`src/ftcf_consts.svh`:
```
`ifndef FTCF_CONSTS_SVH
`define FTCF_CONSTS_SVH

// ----------------------------------------
// Clock and timing
// ----------------------------------------
`define FTCF_CLK_NS 4
// Nominal bit time at 125 kbaud
`define FTCF_BIT_NS 8000
`define FTCF_BIT_CYC ((`FTCF_BIT_NS + `FTCF_CLK_NS - 1) / `FTCF_CLK_NS)
`define FTCF_REMOTE_BITS 5
`define FTCF_REMOTE_CYC (`FTCF_REMOTE_BITS * `FTCF_BIT_CYC)
// Single-wire entry and exit filters
`define FTCF_ENTRY_NS 20000
`define FTCF_ENTRY_CYC ((`FTCF_ENTRY_NS + `FTCF_CLK_NS - 1) / `FTCF_CLK_NS)
`define FTCF_EXIT_NS 40000
`define FTCF_EXIT_CYC ((`FTCF_EXIT_NS + `FTCF_CLK_NS - 1) / `FTCF_CLK_NS)
// Permanent dominant limit on transmit data
`define FTCF_DOM_NS 2000000
`define FTCF_DOM_CYC (`FTCF_DOM_NS / `FTCF_CLK_NS)
// Go-to-sleep hold time
`define FTCF_GTS_NS 50000
`define FTCF_GTS_CYC (`FTCF_GTS_NS / `FTCF_CLK_NS)

// ----------------------------------------
// Reset values and pad defaults
// ----------------------------------------
`define FTCF_PWRON_RST 1'b1
`define FTCF_INH_RST 1'b1
`define FTCF_TXD_PULL 1'b1
`define FTCF_CTRL_PULL 1'b0

`endif

```
`src/ftcf_pkg.sv`:
```
package ftcf_pkg;
    typedef enum logic [2:0] {
        ftcf_normal     = 3'h0,
        ftcf_pwron_stby = 3'h1,
        ftcf_goto_sleep = 3'h2,
        ftcf_standby    = 3'h3,
        ftcf_sleep      = 3'h4
    } ftcf_mode_t;
endpackage

```
`src/ftcf_filter.sv`:
```
`include "ftcf_consts.svh"

module ftcf_filter #(
    parameter int ENTRY_CYC = `FTCF_ENTRY_CYC,
    parameter int EXIT_CYC = `FTCF_EXIT_CYC
) (
    input wire logic clock,
    input wire logic resetn,
    input wire logic fail_in,
    output logic qual_out
);
    localparam int CW = $clog2((ENTRY_CYC > EXIT_CYC ? ENTRY_CYC : EXIT_CYC) + 1);

    generate
        if (ENTRY_CYC < 1 || EXIT_CYC < 1) begin : g_chk
            $error("ftcf_filter: delays must be at least one cycle");
        end
    endgenerate

    logic [CW-1:0] cnt_r, cnt_nxt;
    logic qual_r, qual_nxt;

    // ----------------------------------------
    // Delay filter
    // ----------------------------------------
    // Any return to the current state restarts the count, so RF bursts shorter than the delay never switch
    always_comb begin
        cnt_nxt = '0;
        qual_nxt = qual_r;
        if (fail_in != qual_r) begin
            if (!qual_r && cnt_r == CW'(ENTRY_CYC - 1)) begin
                qual_nxt = 1'b1;
            end else if (qual_r && cnt_r == CW'(EXIT_CYC - 1)) begin
                qual_nxt = 1'b0;
            end else begin
                cnt_nxt = cnt_r + CW'(1);
            end
        end
    end

    always_ff @(posedge clock or negedge resetn) begin
        if (!resetn) begin
            cnt_r <= '0;
            qual_r <= 1'b0;
        end else begin
            cnt_r <= cnt_nxt;
            qual_r <= qual_nxt;
        end
    end

    assign qual_out = qual_r;
endmodule

```
`src/ftcf_top.sv`:
```
`include "ftcf_consts.svh"

module ftcf_top #(
    parameter int ENTRY_CYC = `FTCF_ENTRY_CYC,
    parameter int EXIT_CYC = `FTCF_EXIT_CYC,
    parameter int DOM_CYC = `FTCF_DOM_CYC,
    parameter int REMOTE_CYC = `FTCF_REMOTE_CYC,
    parameter int GTS_CYC = `FTCF_GTS_CYC
) (
    input wire logic clock,
    input wire logic resetn,
    input wire logic txd_in,
    input wire logic txd_drv,
    input wire logic standby_ctrl_n,
    input wire logic standby_drv,
    input wire logic mode_sel,
    input wire logic mode_drv,
    input wire logic local_wake_in,
    input wire logic diff_rx_dom,
    input wire logic canh_dom,
    input wire logic canl_dom,
    input wire logic fail_diff_only,
    input wire logic fail_canh,
    input wire logic fail_canl,
    output logic rxd_out,
    output logic fault_flag_out_n,
    output logic regulator_inhibit_out,
    output logic tx_dom_out,
    output logic canh_drv_en,
    output logic canl_drv_en,
    output logic high_wire_termination,
    output logic low_wire_termination,
    output logic single_wire_mode
);
    localparam int DW = $clog2(DOM_CYC + 1);
    localparam int RW = $clog2(REMOTE_CYC + 1);
    localparam int GW = $clog2(GTS_CYC + 1);

    generate
        if (DOM_CYC < 1 || REMOTE_CYC < 1 || GTS_CYC < 1) begin : g_chk
            $error("ftcf_top: counts must be at least one cycle");
        end
    endgenerate

    function automatic logic pad_level(input logic v, input logic drv, input logic pull);
        return drv ? v : pull;
    endfunction

    // ----------------------------------------
    // Pad defaults and mode decode
    // ----------------------------------------
    logic txd, stb_n, en;
    assign txd = pad_level(txd_in, txd_drv, `FTCF_TXD_PULL);
    assign stb_n = pad_level(standby_ctrl_n, standby_drv, `FTCF_CTRL_PULL);
    assign en = pad_level(mode_sel, mode_drv, `FTCF_CTRL_PULL);

    // ----------------------------------------
    // Failure detector
    // ----------------------------------------
    logic h_q, l_q, is_normal;
    // Filters run in every mode; only their outputs matter outside normal mode
    ftcf_filter #(.ENTRY_CYC(ENTRY_CYC), .EXIT_CYC(EXIT_CYC)) u_filt_h (
        .clock(clock),
        .resetn(resetn),
        .fail_in(fail_canh),
        .qual_out(h_q)
    );
    ftcf_filter #(.ENTRY_CYC(ENTRY_CYC), .EXIT_CYC(EXIT_CYC)) u_filt_l (
        .clock(clock),
        .resetn(resetn),
        .fail_in(fail_canl),
        .qual_out(l_q)
    );

    // Differential-only failures touch no driver, so a frame in flight survives
    assign canh_drv_en = !h_q;
    assign canl_drv_en = !l_q;
    assign high_wire_termination = !h_q;
    assign low_wire_termination = !l_q;
    assign single_wire_mode = h_q || l_q;

    // ----------------------------------------
    // Mode sequencing, wake and power-on
    // ----------------------------------------
    ftcf_pkg::ftcf_mode_t mode_r, mode_nxt;
    logic [GW-1:0] gts_r, gts_nxt;
    logic [RW-1:0] rem_r, rem_nxt;
    logic pwron_r, pwron_nxt, wake_r, wake_nxt, inh_r, inh_nxt;
    logic lw_prev_r, armed_r, wake_evt, local_evt, remote_evt, bus_dom;

    assign is_normal = (mode_r == ftcf_pkg::ftcf_normal);
    assign bus_dom = canh_dom || canl_dom;
    assign local_evt = armed_r && (local_wake_in != lw_prev_r);
    assign remote_evt = (rem_r == RW'(REMOTE_CYC - 1)) && bus_dom;
    assign wake_evt = !is_normal && (local_evt || remote_evt);

    always_comb begin
        mode_nxt = mode_r;
        gts_nxt = '0;
        rem_nxt = '0;
        pwron_nxt = pwron_r;
        wake_nxt = wake_r || wake_evt;
        inh_nxt = inh_r || wake_evt;
        if (bus_dom && !is_normal && !remote_evt) begin
            rem_nxt = rem_r + RW'(1);
        end
        unique case ({stb_n, en})
            2'b11: begin
                mode_nxt = ftcf_pkg::ftcf_normal;
                pwron_nxt = 1'b0;
                wake_nxt = 1'b0;
                inh_nxt = 1'b1;
            end
            2'b10: begin
                mode_nxt = ftcf_pkg::ftcf_pwron_stby;
                inh_nxt = 1'b1;
            end
            2'b01: begin
                if (mode_r == ftcf_pkg::ftcf_sleep) begin
                    mode_nxt = wake_evt ? ftcf_pkg::ftcf_standby : ftcf_pkg::ftcf_sleep;
                end else if (wake_evt || wake_r) begin
                    mode_nxt = ftcf_pkg::ftcf_standby;
                end else if (mode_r == ftcf_pkg::ftcf_goto_sleep && gts_r == GW'(GTS_CYC - 1)) begin
                    mode_nxt = ftcf_pkg::ftcf_sleep;
                    inh_nxt = 1'b0;
                end else begin
                    mode_nxt = ftcf_pkg::ftcf_goto_sleep;
                    gts_nxt = (mode_r == ftcf_pkg::ftcf_goto_sleep) ? gts_r + GW'(1) : '0;
                end
            end
            2'b00: begin
                mode_nxt = (inh_r || wake_evt) ? ftcf_pkg::ftcf_standby : ftcf_pkg::ftcf_sleep;
            end
        endcase
    end

    always_ff @(posedge clock or negedge resetn) begin
        if (!resetn) begin
            mode_r <= ftcf_pkg::ftcf_standby;
            gts_r <= '0;
            rem_r <= '0;
            pwron_r <= `FTCF_PWRON_RST;
            wake_r <= 1'b0;
            inh_r <= `FTCF_INH_RST;
            lw_prev_r <= 1'b0;
            armed_r <= 1'b0;
        end else begin
            mode_r <= mode_nxt;
            gts_r <= gts_nxt;
            rem_r <= rem_nxt;
            pwron_r <= pwron_nxt;
            wake_r <= wake_nxt;
            inh_r <= inh_nxt;
            // Pin level is learned one cycle after release, never as a reset value
            lw_prev_r <= local_wake_in;
            armed_r <= 1'b1;
        end
    end

    assign regulator_inhibit_out = inh_r;

    // ----------------------------------------
    // Permanent dominant guard
    // ----------------------------------------
    logic [DW-1:0] dom_r, dom_nxt;
    logic lock_r, lock_nxt;

    always_comb begin
        dom_nxt = '0;
        lock_nxt = lock_r;
        if (txd) begin
            lock_nxt = 1'b0;
        end else if (!lock_r) begin
            if (dom_r == DW'(DOM_CYC - 1)) begin
                lock_nxt = 1'b1;
            end else begin
                dom_nxt = dom_r + DW'(1);
            end
        end
    end

    // ----------------------------------------
    // Registered pin outputs
    // ----------------------------------------
    logic rxd_r, rxd_nxt, flag_r, flag_nxt, txo_r, txo_nxt;
    logic any_fail;
    assign any_fail = fail_diff_only || h_q || l_q;

    always_comb begin
        txo_nxt = is_normal && !txd && !lock_nxt;
        if (!is_normal) begin
            rxd_nxt = !wake_r;
        end else if (h_q) begin
            rxd_nxt = !canl_dom;
        end else if (l_q) begin
            rxd_nxt = !canh_dom;
        end else begin
            rxd_nxt = !diff_rx_dom;
        end
        if (is_normal) begin
            flag_nxt = !any_fail;
        end else if (mode_r == ftcf_pkg::ftcf_pwron_stby) begin
            flag_nxt = !pwron_r;
        end else begin
            flag_nxt = !wake_r;
        end
    end

    always_ff @(posedge clock or negedge resetn) begin
        if (!resetn) begin
            dom_r <= '0;
            lock_r <= 1'b0;
            rxd_r <= 1'b1;
            flag_r <= 1'b1;
            txo_r <= 1'b0;
        end else begin
            dom_r <= dom_nxt;
            lock_r <= lock_nxt;
            rxd_r <= rxd_nxt;
            flag_r <= flag_nxt;
            txo_r <= txo_nxt;
        end
    end

    assign rxd_out = rxd_r;
    assign fault_flag_out_n = flag_r;
    assign tx_dom_out = txo_r;
endmodule

```
`config.mk`:
```
export PLATFORM = sky130hd
export DESIGN_NAME = ftcf_top
export DESIGN_NICKNAME = d
export VERILOG_FILES = /design/src/ftcf_pkg.sv /design/src/ftcf_filter.sv /design/src/ftcf_top.sv
export VERILOG_INCLUDE_DIRS = /design/src
export SDC_FILE = /design/constraint.sdc
export NUM_CORES = 1
export LEC_CHECK = 0
export BUFFER_PORTS_ARGS = -buffer_cell sky130_fd_sc_hd__buf_2
export CAP_MARGIN = 40
export CORE_ASPECT_RATIO = 1.1
export CORE_MARGIN = 2
export CORE_UTILIZATION = 54
export CTS_CLUSTER_DIAMETER = 120
export DETAILED_ROUTE_END_ITERATION = 16
export GPL_TIMING_DRIVEN = 0
export PLACE_DENSITY = 0.83
export RECOVER_POWER = 100
export SLEW_MARGIN = 30
export SYNTH_ARGS = -nofsm -noshare
export SYNTH_HDL_FRONTEND = slang
export SYNTH_SLANG_ARGS = --single-unit
```
`constraint.sdc`:
```
create_clock -name clock -period 5.17 [get_ports clock]
set_input_delay 1.2925 -clock clock [delete_from_list [all_inputs] [get_ports clock]]
set_output_delay 1.2925 -clock clock [all_outputs]
set_load 0.02 [all_outputs]
```
==> results_dict.tcl, run 1 <==
set metrics [dict create \
    drive_above_1_share 0.08097 \
    cts_buffers 9 \
    power_mw 1.410 \
    clk_pin_slew_ns 0.08 \
    switching_share 0.2381 \
    power_frac_seq 0.524 \
    clockBufferDepth 2 \
    start_util 0.5610 \
    grt_max_degree 63 \
    cp.required_ns 5.38 \
    finalHoldViolCount 0 \
    fin_crit_sh 0.6600 \
    ys_warn_count 0 \
    synth_area_leader_cell "dfrtp_1" \
    dr.pass1.iters 5 \
    synth.avg_cell_area_um2 9.883 \
    cts_setup_buffers 0 \
    ios 24 \
    critical_path_class "in2async" \
    fin_crit_ns 3.412 \
    synth_ff_type "dfrtp_1" \
    route.detailed.drc 0 \
    final_nets 509 \
    setup_viol 0 \
    clock-sinks 89 \
    status "finished clean" \
    viasPerCell 5.814 \
    grt.total_usage 0.2097 \
    synth-edff-count 0 \
    final_cells 602 \
    cp_slowest_cell "clkbuf_2" \
    synthesis.area_um2 4487 \
    endpoint_kind "asynchronous set/reset pin" \
    grt_pass1_wl_mm 15.59 \
    grt_pass1_vias 3552 \
    yosysMostFrequentCell "dfrtp_1" \
    ir_drop_mv 0.1579 \
    fp.dieW_um 90.91 \
    crit_family "buffers and inverters" \
    internal_power_mw 1.074 \
    max_slew_margin 0.01560 \
    n_fill_cell 682 \
    async_flop_share 1.000 \
    synthTopCellsByCount "83 x dfrtp_1, 49 x nor2_1, 46 x nor3_1, 35 x xnor2_1, 28 x xor2_1" \
    start_kind "input pin" \
    drt_wl_total_mm 8.844 \
    port_buffers 23 \
    clock_latency_ns 0.37 \
    drt-wirelength-per-cell_um 14.69 \
    gp_routability_congestion 0.8885 \
    finalMaxSlewViolations 0 \
    fmaxAchievable_mhz 293.1 \
    p_leak_nw 1.953 \
    syn-num-nets 474 \
    grt_overflow 0 \
    tightest_slew_ns 1.477 \
    die_h_um 99.60 \
    cts_tree "built" \
    coreArea_um2 7998 \
    switching_power_uw 335.7 \
    synth-seq-cells 89 \
    ys_seq_area_frac 0.4980 \
    synth_top_area_share 0.4629 \
    ant_nets 0 \
    cts_root_buffer "clkbuf_8" \
    cp_max_fo 62 \
    cap_violations 0 \
    critPathBufInv 2 \
    hpwl_mm 6.244 \
    hold_buffers 0 \
    timing.setup.tns_ns 0 \
    rsz0062_at_grt "no" \
    vias 3500 \
    pwr-share-comb 0.057 \
    dr.first_iter.drc_count 200 \
    cp_cell_sequence "clkbuf_1 > clkbuf_2" \
    clockPowerShare 0.419 \
    hold_class "reg2reg" \
    cellPowerDensity_nw_per_um2 284.2 \
    syn2layout_area_growth_pct 10.54 \
    cp.arrival_ns 3.62 \
    placed_cells 586 \
    finalClockSkew_ns 0.01870 \
    rows 34 \
    yosysUniqueCellTypes 52 \
    synthCells 454 \
    die_area_um2 9055 \
    h-tree-depth 3 \
    diodes 0 \
    slowest_delay_ns 1.26 \
    antenna_found_initial 0 \
    synthTopCellsByArea "dfrtp_1 46%, xnor2_1 6.8%, xor2_1 5.5%" \
    cts-resized-gates 0 \
]
==> worst register-to-register path, delay by kind of cell (launching register included) <==
family	cells	cell delay [ns]
AO/OA/AOI/OAI	1	0.55
AND/OR/NAND/NOR	3	0.54
buffers and inverters	1	0.44
adder cells (fa/ha/maj)	1	0.21
flip-flops	1	0.40
==> sequential cells by signal, summed over array words and instances (netlist names) <==
| name | cells |
|---|---|
| fault_flag_out_n | 1 |
| rxd_out | 1 |
| tx_dom_out | 1 |
| u_filt_l.qual_out | 1 |
| pwron_r | 1 |
| wake_r | 1 |
| u_filt_h.qual_out | 1 |
| lw_prev_r | 1 |
| lock_r | 1 |
| regulator_inhibit_out | 1 |
| dom_r | 19 |
| u_filt_h.cnt_r | 14 |
| gts_r | 14 |
| armed_r | 1 |
| mode_r | 3 |
| rem_r | 14 |
| u_filt_l.cnt_r | 14 |
==> final cells by class <==
| type | instances | area (µm²) | area share |
|---|---|---|---|
| clock buffers | 9 | 123.9 | 0.02497 |
| inverters | 14 | 52.55 | 0.01060 |
| multi-input cells | 335 | 2117 | 0.4268 |
| repair buffers | 24 | 100.1 | 0.02018 |
| clock inverters | 7 | 125.1 | 0.02523 |
| flip-flops and latches | 89 | 2235 | 0.4506 |
| well taps | 108 | 135.1 | 0.02725 |
| plain buffers | 16 | 71.32 | 0.01438 |
==> cell usage in the layout (no fill, tap or decap), types with 3 or more instances in the layout <==
cell type and count:
nor4b_1 4, nor4bb_1 4, nor2_1 49, o21ai_0 6, bufinv_16 3, clkbuf_8 9
nor3_1 46, or3_1 3, nand3b_1 5, and2_1 5, and4_1 7, dfrtp_1 83
buf_2 10, xnor2_1 35, o21a_1 3, xor2_1 28, dfstp_2 6, inv_1 14
nand2_1 21, clkbuf_1 27, a21oi_1 9, ha_1 5, nand4_1 21, mux2i_1 3
nand3_1 27, nor4_1 14, and3_1 10
==> power by group through the flow <==
| stage | clock network, mW | logic (mW) | registers (mW) |
|---|---|---|---|
| floorplan | 0 | 0.0466 | 0.752 |
| global placement | 0 | 0.0803 | 0.751 |
| detailed placement | 0 | 0.0863 | 0.753 |
| CTS | 0.596 | 0.0871 | 0.739 |
| global route | 0.629 | 0.0955 | 0.743 |
| finish | 0.590 | 0.0803 | 0.739 |
==> per-stage QoR <==
step	area, µm²	util	setup WS, ns	hold WS (ns)
2_1_floorplan	4487	-	2.895	0.4346
3_3_place_gp	4737	0.5923	2.096	0.4471
3_5_place_dp	4771	0.5965	2.495	0.4553
4_1_cts	5020	0.6277	2.340	0.4666
5_1_grt	4960	0.6202	1.130	0.4806
6_report	4960	0.6202	1.758	0.4617
==> path summary, 6_finish.rpt <==
| path | cells past startpoint | endpoint | slack, ns | from |
|---|---|---|---|---|
| min in group asynchronous | 1 | dom_r[4] | 1.25 | resetn |
| max in group clock | 3 | single_wire_mode | 2.34 | u_filt_h.qual_out |
| worst min register to register | 1 | gts_r[0] | 0.46 | gts_r[0] |
| worst max register to register | 6 | gts_r[10] | 2.87 | rem_r[0] |
| worst min-delay path | 1 | gts_r[0] | 0.46 | gts_r[0] |
| worst max-delay path | 2 | gts_r[11] | 1.76 | resetn |
==> kinds of logic after synthesis <==
logic type,after synthesis,synth area share
AO/OA/AOI/OAI,35,0.05382
XOR/XNOR,63,0.1230
adder cells (fa/ha/maj),5,0.01394
buffers and inverters,30,0.02844
flip-flops,89,0.4980
multiplexers,3,0.006693
other,1,0.0008358
AND/OR/NAND/NOR,228,0.2752
==> metal layers <==
metal  up-vias  routed length, µm  GRT usage  part of all wire
li1       1690                  -          -                 -
met1      1734               3874     0.2595              0.44
met2        63               4532     0.3634              0.51
met3        13                304    0.03333             0.034
met4         0                133    0.09674             0.015
met5         -                  0          0                 0
Note: power is estimated with default switching activity, not from simulation.
==> run 2, diff against run 1 <==
- PLACE_DENSITY: 0.83 -> 0.86
- clock period: 5.17 -> 2.83 ns (I/O delays scaled with it)
==> run 2 against run 1 <==
Net effect: the run now ends with capacitance limit, slew limit left; clock power rose by 48%; sequential cell count unchanged; first-iteration DRC count fell by 8.5%; non-clock buffer count unchanged; register-to-register slack lost 2.3 ns; clock-buffer cell count is 2 higher; critical path depth rose by 3; combinational power increased by 91%; sequential power increased by 83%; critical endpoint is now rem_r[9]; largest cell class unchanged; highest routed layer unchanged.
==> results_dict.tcl, run 2 (synthesis gave the netlist of run 1 again) <==
set metrics [dict create \
    dr.first_iter.drc_count 183 \
    route.detailed.drc 0 \
    finalClockSkew_ns 0.01303 \
    critical_path_class "reg2reg" \
    antenna_found_initial 0 \
    fmaxAchievable_mhz 441.4 \
    cap_violations 1 \
    diodes 0 \
    max_slew_margin -0.1616 \
    worstReg2RegStart "rem_r[11]" \
    register_area_um2 2235 \
    port_buffers 23 \
    violations "capacitance limit, slew limit" \
    grt_pass1_wl_mm 15.54 \
    final_nets 509 \
    die_area_um2 9055 \
    hold_buffers 0 \
    power_mw 2.376 \
    p_leak_nw 1.925 \
    hpwl_mm 6.385 \
    start_kind "register" \
    multi_input_area_um2 2106 \
    timing.setup.tns_ns 0 \
    clk_pin_slew_ns 0.09 \
    cp_max_fo 10 \
    ant_nets 0 \
    finalMaxSlewViolations 31 \
    cts_buffers 9 \
    drt_wl_total_mm 8.834 \
    cts_root_buffer "clkbuf_8" \
    ir_drop_mv 0.2717 \
    hold_class "reg2reg" \
    final_cell_mix "83 x dfrtp_1, 49 x nor2_1, 46 x nor3_1" \
    rows 34 \
    grt_pass1_vias 3494 \
    endpoint_kind "register" \
    worstHoldStart "gts_r[0]" \
    syn2layout_area_growth_pct 9.704 \
    cellPowerDensity_nw_per_um2 482.7 \
    cp.required_ns 3.06 \
    drive_above_1_share 0.08502 \
    grt.total_usage 0.2072 \
    n_fill_cell 692 \
    gp_routability_congestion 0.9175 \
    grt_max_degree 60 \
    h-tree-depth 3 \
    tightest_slew_ns 1.742 \
    cts_tree "built" \
    dr.pass1.iters 5 \
    grt_overflow 0 \
    coreArea_um2 7998 \
    largest_reg_flops 19 \
    final_common_cell "dfrtp_1" \
    use_met2 0.3651 \
    cts_setup_buffers 0 \
    use_met1 0.2599 \
    fin_crit_ns 2.265 \
    cp-startpoint "rem_r[11]" \
    clockBufferDepth 2 \
    drt-wirelength-per-cell_um 14.67 \
    top_usage_layer "met2" \
    ios 24 \
    die_h_um 99.60 \
    setup_viol 0 \
    cts-resized-gates 0 \
    fp.dieW_um 90.91 \
    clock_latency_ns 0.35 \
    cp.arrival_ns 2.50 \
    clock-sinks 89 \
    grt_util_met3 0.03258 \
    fin_crit_sh 0.8005 \
    viasPerCell 5.782 \
    status "complete, but fails checks" \
    start_util 0.5610 \
    vias 3481 \
    regMostFlops "dom_r" \
    rsz0062_at_grt "no" \
    finalHoldViolCount 0 \
]
run 2: critical path, cell delays in order, from the launching register on:
cell and delay (ns):
dfrtp_1 0.43, nor4b_1 0.47, o21ai_0 0.22, o21ai_0 0.50
clkbuf_1 0.42, nor2_1 0.11
run 2: final cells by class:
| class | instances | area share |
|---|---|---|
| clock buffer | 11 | 0.02669 |
| multi-input combinational | 335 | 0.4278 |
| inverter | 14 | 0.01068 |
| buffer | 16 | 0.01449 |
| tap | 108 | 0.02745 |
| sequential | 89 | 0.4540 |
| clock inverter | 5 | 0.01271 |
| timing repair buffer | 24 | 0.02618 |
run 2: stage by stage:
step	cells	worst slack, ns	instance area [µm²]	util	hold slack, ns
detailed placement	586	0.8247	4771	0.5965	0.4631
global placement	585	0.3366	4737	0.5923	0.4476
finish	602	0.5646	4922	0.6155	0.4702
floorplan	454	1.096	4487	-	0.4119
CTS	602	0.6320	4965	0.6208	0.2165
global route	602	0.3015	4922	0.6155	0.4744
run 2: where the power goes:
group	internal (mW)	switching (mW)	total, mW
sequential	1.31	0.0376	1.35
clock	0.416	0.456	0.872
combinational	0.0560	0.0968	0.153
run 2: worst paths after layout:
path / slack (ns) / cells after the start / to
min in group asynchronous: 0.80 / 1 / dom_r[6]
min reg2reg: 0.47 / 1 / gts_r[0]
max reg2reg: 0.56 / 5 / rem_r[9]
max: 0.56 / 5 / rem_r[9]
max in group asynchronous: 0.96 / 2 / mode_r[0]
min: 0.47 / 1 / gts_r[0]
run 2: layer usage:
| metal | part of all wire | vias to the layer above |
|---|---|---|
| li1 | - | 1686 |
| met1 | 0.44 | 1711 |
| met2 | 0.52 | 72 |
| met3 | 0.032 | 12 |
| met4 | 0.012 | 0 |
| met5 | 0 | - |
==> run 3, diff against run 2 <==
- PLACE_DENSITY: 0.86 -> 0.83
- clock period: 2.83 -> 2.4 ns (I/O delays scaled with it)
==> run 3 against run 2 <==
Net effect: the run still ends with capacitance limit, slew limit left; final cell count did not move; clock skew rose by 0.0051 ns; clock-buffer cell count decreased by 2; via count up 0.95%; design area up 1.2%; sequential power grew 18%; register-to-register slack worse by 0.28 ns; first-iteration DRC count is 10% lower; global-route usage is 0.25 points higher; critical path type is now reg2out; largest cell class unchanged.
==> results_dict.tcl, run 3 (synthesis gave the netlist of run 1 again) <==
set metrics [dict create \
    status "complete, but fails checks" \
    violations "capacitance limit, slew limit" \
    rsz0062_at_grt "no" \
    critical_path_class "reg2out" \
    regMostFlops "dom_r" \
    die_area_um2 9055 \
    drt_wl_total_mm 8.834 \
    fp.dieW_um 90.91 \
    cp_common_cell "clkbuf_1" \
    final_area_um2 4982 \
    cp_slowest_cell "clkbuf_1" \
    pre_cts_ws_ns 0.4173 \
    antenna_found_initial 0 \
    syn2layout_area_growth_pct 11.04 \
    hold_buffers 0 \
    gp_routability_congestion 0.8885 \
    slowest_delay_ns 0.41 \
    cap_violations 1 \
    finalMaxSlewViolations 28 \
    largest_reg_flops 19 \
    dr.pass1.iters 4 \
    clock_latency_ns 0.36 \
    ant_nets 0 \
    cts_tree "built" \
    n_fill_cell 679 \
    grt_pass1_wl_mm 15.59 \
    p_leak_nw 1.959 \
    utilization 0.6230 \
    postPlaceCellArea_um2 4771 \
    grt_pass1_vias 3552 \
    cts-resized-gates 0 \
    hold_ws_ns 0.3671 \
    coreArea_um2 7998 \
    hpwl_mm 6.244 \
    grt.total_usage 0.2097 \
    route.detailed.drc 0 \
    power_mw 3.041 \
    finalHoldViolCount 0 \
    wl_met1_mm 3.894 \
    cellPowerDensity_nw_per_um2 610.4 \
    timing.setup.tns_ns 0 \
    crit_family "buffers and inverters" \
    viasPerCell 5.837 \
    setup_viol 0 \
    grt_overflow 0 \
    drive_above_1_share 0.08704 \
    fin_crit_sh 0.8928 \
    hold_class "in2reg" \
    cp.required_ns 1.80 \
    diodes 0 \
    routed-wl-met2_mm 4.554 \
    cp.arrival_ns 1.54 \
    setup_ws_ns 0.2572 \
    clock-sinks 89 \
    endpoint_kind "primary output" \
    cp_max_fo 9 \
    met3_length_um 255 \
    cts_root_buffer "clkbuf_8" \
    ir_drop_mv 0.3398 \
    finalClockSkew_ns 0.01814 \
    cp_cell_sequence "clkbuf_1 > or2_2 > clkbuf_1" \
    vias 3514 \
    cts_setup_buffers 0 \
    start_util 0.5610 \
    final_cell_mix "83 x dfrtp_1, 49 x nor2_1, 46 x nor3_1" \
    rows 34 \
    placed_cells 586 \
    cts_buffers 9 \
    grt_max_degree 63 \
    clockBufferDepth 2 \
    final_nets 509 \
    tightest_slew_ns 1.586 \
    ios 24 \
    maxUsedRoutingLayer "met4" \
    drt-wirelength-per-cell_um 14.67 \
    die_h_um 99.60 \
    final_common_cell "dfrtp_1" \
    final_cells 602 \
    port_buffers 23 \
    critPathBufInv 2 \
    dr.first_iter.drc_count 164 \
    fin_crit_ns 2.143 \
    start_kind "register" \
    clk_pin_slew_ns 0.10 \
    max_slew_margin -0.05742 \
    fmaxAchievable_mhz 466.7 \
    h-tree-depth 3 \
]
==> run 3: layout make-up <==
class                      count  area (µm²)  area share
clock buffer                   9       123.9     0.02486
multi-input combinational    335        2112      0.4239
tap                          108       135.1     0.02712
clock inverter                 7       125.1     0.02511
buffer                        16       71.32     0.01431
sequential                    89        2235      0.4485
timing repair buffer          24       127.6     0.02562
inverter                      14       52.55     0.01055
==> run 3: power breakdown <==
part	internal, mW	switching [mW]
Clock	0.704	0.563
Sequential	1.55	0.0438
Combinational	0.0669	0.114
Total	2.32	0.721
==> run 3: worst register-to-register path: cells and delay by family (launching register included) <==
family	cells	cell delay [ns]
buffers and inverters	1	0.34
DFF	1	0.44
and+or+nand+nor	2	0.50
AOI/OAI and AO/OA	2	0.73
==> run 3: path summary, 6_finish.rpt <==
| check | slack, ns | endpoint | cells after the start | from |
|---|---|---|---|---|
| max | 0.26 | single_wire_mode | 3 | u_filt_h.qual_out |
| min | 0.37 | lw_prev_r | 1 | local_wake_in |
| max reg2reg | 0.28 | rem_r[5] | 5 | rem_r[11] |
| min reg2reg | 0.47 | gts_r[0] | 1 | gts_r[0] |
| max in group asynchronous | 0.76 | pwron_r | 2 | resetn |
| min in group asynchronous | 0.62 | dom_r[4] | 1 | resetn |
==> run 3: per-layer routing <==
| metal | track usage | vias to the layer above |
|---|---|---|
| met1 | 0.2595 | 1750 |
| met4 | 0.09674 | 0 |
| li1 | - | 1695 |
| met3 | 0.03333 | 13 |
| met5 | 0 | - |
| met2 | 0.3634 | 56 |
